`config.mk`:
```
export PLATFORM = sky130hd
export DESIGN_NAME = qacc_core
export DESIGN_NICKNAME = d
export VERILOG_FILES = /design/src/common/qacc_pkg.sv /design/src/design/qacc_core.sv /design/src/design/qacc_skid.sv
export SDC_FILE = /design/constraint.sdc
export NUM_CORES = 1
export LEC_CHECK = 0
export BUFFER_PORTS_ARGS = -buffer_cell sky130_fd_sc_hd__buf_4
export CORE_MARGIN = 3
export CORE_UTILIZATION = 50
export DETAILED_ROUTE_END_ITERATION = 10
export PLACE_DENSITY = 0.74
export SYNTH_ARGS = -nofsm -noshare
export SYNTH_HDL_FRONTEND = slang
export SYNTH_SLANG_ARGS = --single-unit
```
`constraint.sdc`:
```
create_clock -name clk -period 9.09 [get_ports clk]
set_input_delay 0.909 -clock clk [delete_from_list [all_inputs] [get_ports clk]]
set_output_delay 0.909 -clock clk [all_outputs]
set_load 0.05 [all_outputs]
```
`src/common/qacc_pkg.sv`:
```
// qacc_pkg: shared constants for the quad converter control block
// assumes a single 32-bit ahb-lite slave and one sample clock
package qacc_pkg;
   localparam int unsigned PIPE_LATENCY  = 16;
   localparam int unsigned WORD_W        = 16;
   localparam int unsigned LP_W          = 14;
   localparam int unsigned N_CH          = 4;
   localparam int unsigned CLAMP_PERIOD  = 3;
   // byte offsets of the control and status words
   localparam logic [7:0] OFS_MODE       = 8'h00;
   localparam logic [7:0] OFS_FORMAT     = 8'h04;
   localparam logic [7:0] OFS_LFNS       = 8'h08;
   localparam logic [7:0] OFS_STATUS     = 8'h0c;
   // field positions
   localparam int unsigned MODE_SEL_BIT  = 0;
   localparam int unsigned MODE_EN_BIT   = 15;
   localparam int unsigned FMT_TWOS_BIT  = 0;
   // reset values
   localparam logic [15:0] MODE_RST      = 16'h0000;
   localparam logic        FMT_RST       = 1'b0;
   localparam logic [3:0]  LFNS_RST      = 4'h0;
   typedef enum logic [2:0] {
      QACC_CLAMP_HI  = 3'b001,
      QACC_CLAMP_LO1 = 3'b010,
      QACC_CLAMP_LO2 = 3'b100
   } qacc_clamp_t;
endpackage

```
`src/design/qacc_core.sv`:
```
// qacc_core: conversion control, latency pipe, coding, clamp and lfns
// assumes raw converter codes arrive on the sample clock; ahb-lite slave
//
// Overview of operation
// - a new sample is taken from the inputs on every rising clk edge
// - each sample moves one stage per edge and leaves 16 cycles later
// - every result leaves as a 16-bit word toward the serial path
// - words are coded as offset binary or two's complement
// - low-power mode uses 14-bit codes and powers down the 16-bit stage
// - resolution mode may change at any time without reset
// - first input pair feeds 16-bit path, second pair the 14-bit path
// - clamp acts only on the 14-bit inputs while clamp phase is high
// - clamp phase clock repeats one cycle high, two cycles low
// - a rising sync pulse re-aligns the clamp phase with sensor reset
// - each channel has its own noise suppression enable
// - enabled suppression moves near-dc noise to half sample rate
// - 14-bit mode only when enable bit set and select bit is one
// - format bit one gives two's complement, else offset binary
//
// Chosen here: the register addresses and the AHB-Lite slave port.
module qacc_core
   import qacc_pkg::*;
#(
   parameter int unsigned LATENCY = PIPE_LATENCY
) (
   input  wire logic                    clk,
   input  wire logic                    rst_b,
   // ahb-lite slave
   input  wire logic                    hsel,
   input  wire logic [31:0]             haddr,
   input  wire logic [1:0]              htrans,
   input  wire logic                    hwrite,
   input  wire logic [2:0]              hsize,
   input  wire logic [31:0]             hwdata,
   input  wire logic                    hready,
   output logic [31:0]                  hrdata,
   output logic                         hreadyout,
   output logic                         hresp,
   // converter side
   input  wire logic [N_CH*WORD_W-1:0]  high_res_input_pair,
   input  wire logic [N_CH*LP_W-1:0]    low_power_input_pair,
   input  wire logic                    sync_pin,
   output logic                         clamp_active,
   output logic                         front_end_power_down,
   // sample stream toward serializer
   output logic                         sample_valid,
   input  wire logic                    sample_ready,
   output logic [N_CH*WORD_W-1:0]       sample_data
);
   ////////////////////////////////////////////////////////////////////////
   // register file
   logic [15:0] mode_reg, mode_next;
   logic        fmt_reg, fmt_next;
   logic [3:0]  lfns_reg, lfns_next;
   logic        dph_wr_reg, dph_wr_next;
   logic [7:0]  dph_addr_reg, dph_addr_next;
   logic [31:0] hrdata_reg, hrdata_next;
   logic        overrun_reg, overrun_next;
   logic        lowpow;
   logic        addr_ok;

   function automatic logic [31:0] reg_read(input logic [7:0] a);
      case (a)
         OFS_MODE:   reg_read = {16'h0000, mode_reg};
         OFS_FORMAT: reg_read = {31'h0, fmt_reg};
         OFS_LFNS:   reg_read = {28'h0, lfns_reg};
         OFS_STATUS: reg_read = {29'h0, overrun_reg, clamp_active,
                                 lowpow};
         default:    reg_read = 32'h0000_0000;
      endcase
   endfunction

   assign lowpow = mode_reg[MODE_EN_BIT] && mode_reg[MODE_SEL_BIT];

   always_comb begin
      addr_ok       = hsel && hready && htrans[1];
      dph_wr_next   = addr_ok && hwrite;
      dph_addr_next = haddr[7:0];
      hrdata_next   = (addr_ok && !hwrite) ? reg_read(haddr[7:0])
                                           : 32'h0000_0000;
      mode_next     = mode_reg;
      fmt_next      = fmt_reg;
      lfns_next     = lfns_reg;
      // writes take effect at once, mode swaps live without reset
      if (dph_wr_reg) begin
         case (dph_addr_reg)
            OFS_MODE: begin
               mode_next = hwdata[15:0] & 16'h8001;
            end
            OFS_FORMAT: begin
               fmt_next = hwdata[FMT_TWOS_BIT];
            end
            OFS_LFNS: begin
               lfns_next = hwdata[3:0];
            end
            default: begin
            end
         endcase
      end
   end

   always_ff @(posedge clk) begin
      if (!rst_b) begin
         mode_reg     <= MODE_RST;
         fmt_reg      <= FMT_RST;
         lfns_reg     <= LFNS_RST;
         dph_wr_reg   <= 1'b0;
         dph_addr_reg <= 8'h00;
         hrdata_reg   <= 32'h0000_0000;
      end else begin
         mode_reg     <= mode_next;
         fmt_reg      <= fmt_next;
         lfns_reg     <= lfns_next;
         dph_wr_reg   <= dph_wr_next;
         dph_addr_reg <= dph_addr_next;
         hrdata_reg   <= hrdata_next;
      end
   end

   // zero wait states; every access answers okay
   assign hrdata    = hrdata_reg;
   assign hreadyout = 1'b1;
   assign hresp     = 1'b0;

   ////////////////////////////////////////////////////////////////////////
   // sync pin: three flops; a level counts once the last two agree, so a
   // one-cycle glitch on the pin never moves the clamp phase
   logic [2:0]  sync_sr_reg;
   logic        sync_lvl_reg, sync_lvl_next;
   logic        sync_rise;
   qacc_clamp_t clamp_reg, clamp_next;
   logic        clamp_out_reg;

   assign sync_lvl_next = (sync_sr_reg[1] == sync_sr_reg[2]) ? sync_sr_reg[2]
                                                           : sync_lvl_reg;
   assign sync_rise     = sync_lvl_next && !sync_lvl_reg;

   always_comb begin
      case (clamp_reg)
         QACC_CLAMP_HI:  clamp_next = QACC_CLAMP_LO1;
         QACC_CLAMP_LO1: clamp_next = QACC_CLAMP_LO2;
         QACC_CLAMP_LO2: clamp_next = QACC_CLAMP_HI;
         default:        clamp_next = QACC_CLAMP_HI;
      endcase
      // realign so the high phase starts on the cycle after the edge
      if (sync_rise) begin
         clamp_next = QACC_CLAMP_HI;
      end
   end

   always_ff @(posedge clk) begin
      if (!rst_b) begin
         sync_sr_reg   <= 3'h0;
         sync_lvl_reg  <= 1'b0;
         clamp_reg     <= QACC_CLAMP_HI;
         clamp_out_reg <= 1'b0;
      end else begin
         sync_sr_reg   <= {sync_sr_reg[1:0], sync_pin};
         sync_lvl_reg  <= sync_lvl_next;
         clamp_reg     <= clamp_next;
         // clamp gate only meaningful on the 14-bit inputs
         clamp_out_reg <= lowpow && (clamp_next == QACC_CLAMP_HI);
      end
   end

   assign clamp_active = clamp_out_reg;

   ////////////////////////////////////////////////////////////////////////
   // sample capture, suppression, coding and latency pipe
   logic [N_CH*WORD_W-1:0] cap;
   logic [N_CH*WORD_W-1:0] pipe_reg [LATENCY];
   logic [N_CH*WORD_W-1:0] pipe_next [LATENCY];
   logic [LATENCY-1:0]     pv_reg, pv_next;
   logic                   alt_reg;
   logic                   pd_reg;
   logic                   buf_in_ready;

   genvar ch;
   generate
      for (ch = 0; ch < N_CH; ch++) begin : g_ch
         logic [WORD_W-1:0] raw, shf;
         // 14-bit codes padded with two zero lsbs
         assign raw = lowpow ? {low_power_input_pair[ch*LP_W +: LP_W], 2'b00}
                             : high_res_input_pair[ch*WORD_W +: WORD_W];
         // negating on alternate cycles mixes dc up to fs/2
         assign shf = (lfns_reg[ch] && alt_reg) ? WORD_W'(~raw + 16'h0001)
                                                : raw;
         // raw codes are two's complement; flip msb for offset binary
         assign cap[ch*WORD_W +: WORD_W] =
            fmt_reg ? shf : {~shf[WORD_W-1], shf[WORD_W-2:0]};
      end
   endgenerate

   always_comb begin
      pipe_next[0] = cap;
      pv_next      = {pv_reg[LATENCY-2:0], 1'b1};
      for (int i = 1; i < LATENCY; i++) begin
         pipe_next[i] = pipe_reg[i-1];
      end
   end

   always_ff @(posedge clk) begin
      if (!rst_b) begin
         pv_reg  <= '0;
         alt_reg <= 1'b0;
         pd_reg  <= 1'b0;
      end else begin
         pv_reg  <= pv_next;
         alt_reg <= ~alt_reg;
         pd_reg  <= lowpow;
      end
      pipe_reg <= pipe_next;
   end

   assign front_end_power_down = pd_reg;

   // the converter cannot pause, so a full buffer drops and flags
   always_comb begin
      overrun_next = overrun_reg || (pv_reg[LATENCY-1] && !buf_in_ready);
      if (dph_wr_reg && dph_addr_reg == OFS_STATUS) begin
         overrun_next = pv_reg[LATENCY-1] && !buf_in_ready;
      end
   end

   always_ff @(posedge clk) begin
      if (!rst_b) begin
         overrun_reg <= 1'b0;
      end else begin
         overrun_reg <= overrun_next;
      end
   end

   qacc_skid #(.W(N_CH*WORD_W)) u_buf (
      .clk       (clk),
      .rst_b     (rst_b),
      .in_valid  (pv_reg[LATENCY-1]),
      .in_ready  (buf_in_ready),
      .in_data   (pipe_reg[LATENCY-1]),
      .out_valid (sample_valid),
      .out_ready (sample_ready),
      .out_data  (sample_data)
   );

   ////////////////////////////////////////////////////////////////////////
   // checks
   latency_exact_a: assert property (@(posedge clk) disable iff (!rst_b)
      pv_reg[LATENCY-1] |-> pipe_reg[LATENCY-1] == $past(cap, LATENCY))
      else $error("pipe latency wrong");
   clamp_period_a: assert property (@(posedge clk) disable iff (!rst_b)
      (clamp_reg == QACC_CLAMP_HI && !sync_rise && !$past(sync_rise))
      ##1 !sync_rise |=> clamp_reg == QACC_CLAMP_LO2)
      else $error("clamp pattern broken");
   sync_align_a: assert property (@(posedge clk) disable iff (!rst_b)
      sync_rise |=> clamp_reg == QACC_CLAMP_HI)
      else $error("sync did not realign clamp");
   clamp_only_lp_a: assert property (@(posedge clk) disable iff (!rst_b)
      clamp_active |-> $past(lowpow))
      else $error("clamp active in 16-bit mode");
   pd_follow_a: assert property (@(posedge clk) disable iff (!rst_b)
      $past(lowpow) == front_end_power_down)
      else $error("power down not tracking mode");
   // checked through the write path, not the decode expression itself
   mode_gate_a: assert property (@(posedge clk) disable iff (!rst_b)
      (dph_wr_reg && dph_addr_reg == OFS_MODE && !hwdata[MODE_EN_BIT])
      |=> !lowpow)
      else $error("14-bit chosen without enable");
   fmt_msb_a: assert property (@(posedge clk) disable iff (!rst_b)
      (!fmt_reg && !lowpow && lfns_reg[0] == 1'b0) |->
      cap[WORD_W-1] == ~high_res_input_pair[WORD_W-1])
      else $error("offset binary msb wrong");
   lp_pad_a: assert property (@(posedge clk) disable iff (!rst_b)
      lowpow |-> cap[1:0] == 2'b00)
      else $error("14-bit word not padded");
   alt_toggle_a: assert property (@(posedge clk) disable iff (!rst_b)
      alt_reg |=> !alt_reg)
      else $error("suppression phase stuck");
   cov_sync: cover property (@(posedge clk) disable iff (!rst_b) sync_rise);
   cov_lp: cover property (@(posedge clk) disable iff (!rst_b)
      $rose(lowpow));
   cov_stall: cover property (@(posedge clk) disable iff (!rst_b)
      sample_valid && !sample_ready);
   cov_ovr: cover property (@(posedge clk) disable iff (!rst_b)
      $rose(overrun_reg));
endmodule

```
`src/design/qacc_skid.sv`:
```
// qacc_skid: two-entry buffer with valid and ready on both sides
// assumes source and sink on the same clock
module qacc_skid
   import qacc_pkg::*;
#(
   parameter int unsigned W = 64
) (
   input  wire logic         clk,
   input  wire logic         rst_b,
   input  wire logic         in_valid,
   output logic              in_ready,
   input  wire logic [W-1:0] in_data,
   output logic              out_valid,
   input  wire logic         out_ready,
   output logic [W-1:0]      out_data
);
   logic [W-1:0] mem_reg [2];
   logic [W-1:0] mem_next [2];
   logic         wp_reg, wp_next, rp_reg, rp_next;
   logic [1:0]   cnt_reg, cnt_next;
   logic         push, pop;

   always_comb begin
      push = in_valid && (cnt_reg != 2'h2);
      pop  = (cnt_reg != 2'h0) && out_ready;
      mem_next = mem_reg;
      wp_next = wp_reg;
      rp_next = rp_reg;
      if (push) begin
         mem_next[wp_reg] = in_data;
         wp_next = ~wp_reg;
      end
      if (pop) begin
         rp_next = ~rp_reg;
      end
      cnt_next = cnt_reg + {1'b0, push} - {1'b0, pop};
   end

   always_ff @(posedge clk) begin
      if (!rst_b) begin
         wp_reg  <= 1'b0;
         rp_reg  <= 1'b0;
         cnt_reg <= 2'h0;
      end else begin
         wp_reg  <= wp_next;
         rp_reg  <= rp_next;
         cnt_reg <= cnt_next;
      end
      mem_reg <= mem_next;
   end

   assign in_ready  = (cnt_reg != 2'h2);
   assign out_valid = (cnt_reg != 2'h0);
   assign out_data  = mem_reg[rp_reg];

   no_overflow_a: assert property (@(posedge clk) disable iff (!rst_b)
      cnt_reg != 2'h3) else $error("buffer count beyond two");
   // a stalled head must stand still, or the receiver sees a torn word
   stall_hold_a: assert property (@(posedge clk) disable iff (!rst_b)
      (out_valid && !out_ready) |=> (out_valid && $stable(out_data)))
      else $error("buffer head moved while stalled");
endmodule

```
# Yosys cells after proc, flatten, opt, wreduce, memory -nomap -nowiden

Index checks and enable logic that the tools add are counted.

$add $sub $neg: 6
Reduce and logical (&&, ||, !) cells: 27
$lt $le $gt $ge: 3
Mux-type cells: 24
Equality and inequality tests: 11
Bitwise logic cells: 13

Operators by type and width:

| kind                  | number |
|---|---|
| $mux 64               | 4 |
| $mux 16               | 12 |
| $bwmux 128            | 1 |
| $add 16x1->16 const B | 4 |
| $demux 64 s1          | 1 |
| $not 16->16           | 4 |
| $pmux 16 s4           | 1 |
| $eq 8x4->1 const B    | 4 |
| $eq 8x3->1 const B    | 2 |
| $logic_and 1x1->1     | 16 |
| $logic_not 8->1       | 2 |
| $reduce_and 2->1      | 4 |
| $not 1->1             | 7 |
| $eq 3x1->1 const B    | 2 |
| $pmux 3 s2            | 1 |
| $ge 2x2->1 const B    | 2 |
| $not 1->2             | 2 |
| $eq 3x2->1 const B    | 1 |
| $logic_not 1->1       | 3 |
| $mux 1                | 3 |
| $mux 3                | 1 |
| $add 2x1->2           | 1 |
| $lt 2x1->1 const B    | 1 |
| $ne 2x2->1 const B    | 1 |
| other kinds (4)       | 4 |

Input port bits: 196
Output and inout port bits: 101
Flip-flop bits (word level): 1231

# Longest topological paths before layout

Word-level depth: 7
Gate-level depth with buffers: 11

# By module

A second synthesis with hierarchy kept.

Cells, all modules: 1797
Area, all modules: 29879.9 um^2

By module, submodules not included:

| module    | cells an instance | instances | area an instance (um^2) | seq. area each (um^2) |
|---|---|---|---|---|
| qacc_core | 1576              | 1         | 24847.6                 | 21460.6 |
| qacc_skid | 221               | 1         | 5032.3                  | 3923.8 |

# Least setup slack after synthesis

Ideal clock, no wire load.

Kind: register -> register
From: register u_buf.cnt_reg[0]
To: register u_buf.mem_reg[100] in the netlist's numbering, enable pin
Data required time: 8604 ps
Arrival time: 3197 ps
Path slack: 5407 ps
Library setup time: 486 ps
Cell stages (with the launch flop): 4
Cell sequence: dfxtp_1 > nand2b_1 > nand2_1 > nor2_1

Cells in the longest elaborated chain, start to end: 2

RTL lines:

| item                     | RTL line        | RTL |
|---|---|---|
| start: declaration       | qacc_skid.sv:20 | `logic [1:0] cnt_reg, cnt_next;` |
| start signal: assignment | qacc_skid.sv:47 | `cnt_reg <= cnt_next;` |
| $ne 2x2->1               | qacc_skid.sv:24 | `push = in_valid && (cnt_reg != 2'h2);` |
| $logic_and 1x1->1        | qacc_skid.sv:24 |  |
| end signal: assignment   | qacc_skid.sv:49 | `mem_reg <= mem_next;` |
| end: declaration         | qacc_skid.sv:17 | `logic [W-1:0] mem_reg [2];` |

Every way passes these cells.
A chain may end at the register's enable or synchronous reset.

# Worst setup path after layout

From: register u_buf.rp_reg
To: output sample_data[62]

Cells in the longest elaborated chain, start to end: 4

RTL lines:

| item                                        | RTL line        | RTL |
|---|---|---|
| start: declaration                          | qacc_skid.sv:19 | `logic wp_reg, wp_next, rp_reg, rp_next;` |
| start signal: assignment                    | qacc_skid.sv:46 | `rp_reg <= rp_next;` |
| $not 1->2 (implied by the code)             | qacc_skid.sv:54 | `assign out_data = mem_reg[rp_reg];` |
| $mux 64 (implied by the code) (3 in series) | qacc_skid.sv:54 |  |
| end: declaration                            | qacc_core.sv:48 | `output logic [N_CH*WORD_W-1:0] sample_data` |

Every way passes these cells. The select of a mux whose other input is x is not followed.

==> flow_metrics.py <==
metrics = {
    "finish": {
        "drive_above_1_share": 0.2121,
        "antenna_cells": 0,
        "nets": 2288,
        "final_cell_mix": "1073 x dfxtp_1, 221 x buf_4, 128 x edfxtp_1",
        "largest_reg_flops": 960,
        "fin_area_um2": 35630,
        "layout_commonest_cell": "dfxtp_1",
        "synthToLayoutAreaGrowth_pct": 19.60,
    },
    "logic_synthesis": {
        "ys_seq_elements": 1204,
        "netlist_area_um2": 29790,
        "syn_area_per_cell_um2": 16.47,
        "synth.distinct_cells": 51,
        "synth_top_area_frac": 0.7230,
        "synthArstFlopShare": 0,
        "syn_inst": 1809,
        "synth_edf_count": 128,
        "yosys-top-cells-area": "dfxtp_1 72%, edfxtp_1 13%, mux2_2 2.4%, mux2i_1 2.1%, xor2_1 1.1%",
        "synth_ff_type": "dfxtp_1",
        "ys_warn_count": 0,
        "yosys.area.top_type": "dfxtp_1",
        "seq_area_frac_synth": 0.8520,
    },
    "route": {
        "wl_per_cell_um": 15.08,
        "avgViaCountPerCell": 4.421,
        "wl_um": 44300,
        "ant_nets": 0,
        "via_count": 12990,
        "drt_first_pass_iters": 5,
        "drc": 0,
        "drtIter0Drc": 597,
    },
    "worst_hold_path": {
        "hp-class": "flip-flop to flip-flop",
        "hp-start": "pipe_next[563]",
        "holdPathStages": 0,
    },
    "grt": {
        "grt_pass1_wl_um": 70210,
        "grt_max_degree": 62,
        "grt.overflow.total": 0,
        "grt_use_total": 0.1402,
        "antenna_found_initial": 1,
        "grt_pass1_vias": 13250,
    },
    "timing": {
        "setup_ws_ns": 5.777,
        "worst_pin_slew_ns": 0.9376,
        "rsz0062_at_grt": "false",
        "skew_ns": 0.03276,
        "hold_viol_final": 0,
        "timing.fmax_mhz": 301.8,
        "setup_tns_ns": 0,
        "fin_crit_ns": 3.313,
        "setup_viol": 0,
        "max-slew-margin-rel": 0.3749,
        "period_share": 0.3645,
        "slew_violations": 0,
    },
    "critical_path": {
        "start_kind": "flip-flop",
        "critical_path_class": "flip-flop to output port",
        "rr_worst_depth": 5,
        "path_delay_family": "buffers and inverters",
        "path_max_fanout": 61,
        "critPathLaunch": "u_buf.rp_reg",
        "cp_slowest_cell": "buf_4",
        "crit_chain": "buf_4, mux2_2, buf_4",
        "crit_path_max_incr_delay_ns": 0.63,
        "path_depth": 3,
        "cp-end-kind": "output port",
        "crit_path_frequent_cell": "buf_4",
        "arrival_ns": 2.40,
        "r2r-start": "mode_reg[0]",
        "critPathRequiredTime_ns": 8.18,
        "critPathBufInv": 2,
    },
    "pwr": {
        "peakVddDrop_mv": 0.1956,
        "cellPowerDensity_nw_per_um2": 290.0,
        "leakage_nw": 14.70,
        "p_total_mw": 10.33,
    },
    "placed_design": {
        "dpl.hpwl_um": 27510,
        "pre_cts_slack_ns": 5.879,
        "dpl-instance-area_um2": 32110,
        "gp_congestion": 0.8241,
        "portBuffers": 212,
    },
    "cts": {
        "cts-buffers-inserted": 102,
        "cts_resized": 0,
        "hold_buffers": 0,
        "htreeDepth": 3,
        "cts_setup_buffers": 0,
        "clockBufferDepth": 3,
        "clock-sinks": 1204,
        "clockRootBuffer": "clkbuf_16",
        "insertion_delay_ns": 0.64,
        "cts_tree": "yes",
        "path_clk_slew_ns": 0.06,
    },
    "flow_run": {
        "max_cap_viol_count": 0,
    },
    "floorplan": {
        "io_pins": 297,
        "die_w_um": 250.1,
        "fp.coreArea_um2": 58360,
        "initial_core_util": 0.5105,
        "placementRows": 88,
        "dieArea_um2": 62550,
        "die_h_um": 250.1,
    },
    "run_status": {
        "status": "finished clean",
    },
}
## power by group
part	internal (mW)	leakage (nW)	switching, mW
Sequential	5.62	10.2	0.0629
Combinational	0.136	2.76	0.221
Clock	2.47	1.73	1.82
## final cells by class
cell class              instances  area (um^2)
fillers                      4252        22720
well taps                     765        957.2
multi-input cells             541         4049
inverters                      16        60.06
clock inverters                38        455.4
repair buffers                221         1659
flip-flops and latches       1204        25390
clock buffers                 153         3065
## metrics by stage
stage / std cells / util / hold WS [ns]
2_1_floorplan: 1836 / - / 0.3096
3_3_place_gp: 2747 / 0.5503 / 0.3095
3_5_place_dp: 2747 / 0.5503 / 0.3121
4_1_cts: 2938 / 0.6106 / 0.2937
5_1_grt: 2938 / 0.6106 / 0.3040
6_report: 2938 / 0.6106 / 0.3036
## cell families after synthesis
group | count (synthesis) | synth area share
DFF | 1204 | 0.8520
and+or+nand+nor | 170 | 0.03146
AOI/OAI and AO/OA | 143 | 0.03301
muxes | 126 | 0.04502
buffers and inverters | 91 | 0.01604
xor gates and xnor gates | 67 | 0.01970
adders and majority gates | 6 | 0.002520
other | 2 | 0.0002521
## worst reg2reg max path: stages (launching register included)
cell,delay (ns)
dfxtp_2,0.56
buf_4,0.55
nand4bb_1,0.26
a222oi_1,0.88
a41oi_1,0.28
xnor2_1,0.27
## per-layer routing
metal	part of all wire	wire length, um	up-vias	track usage
li1	-	-	6601	-
met1	0.46	20320	5986	0.1844
met2	0.46	20510	319	0.2240
met3	0.057	2529	80	0.03852
met4	0.021	927	2	0.05077
met5	0.00045	20	-	0
## final timing paths
check	to	slack [ns]
setup reg to reg	pipe_next[910]	6.20
hold / removal	pipe_next[499]	0.30
setup / recovery	sample_data[62]	5.78
hold reg to reg	pipe_next[499]	0.30
## Yosys cell counts (30+ instances only)
cell	instances
clkbuf_1	33
nor2_1	34
buf_4	30
xnor2_1	31
mux2i_1	62
a21oi_1	32
and2_1	33
mux2_2	64
nand2_1	35
xor2_1	36
dfxtp_1	1076
edfxtp_1	128
Power figures use the tool's default switching activity.
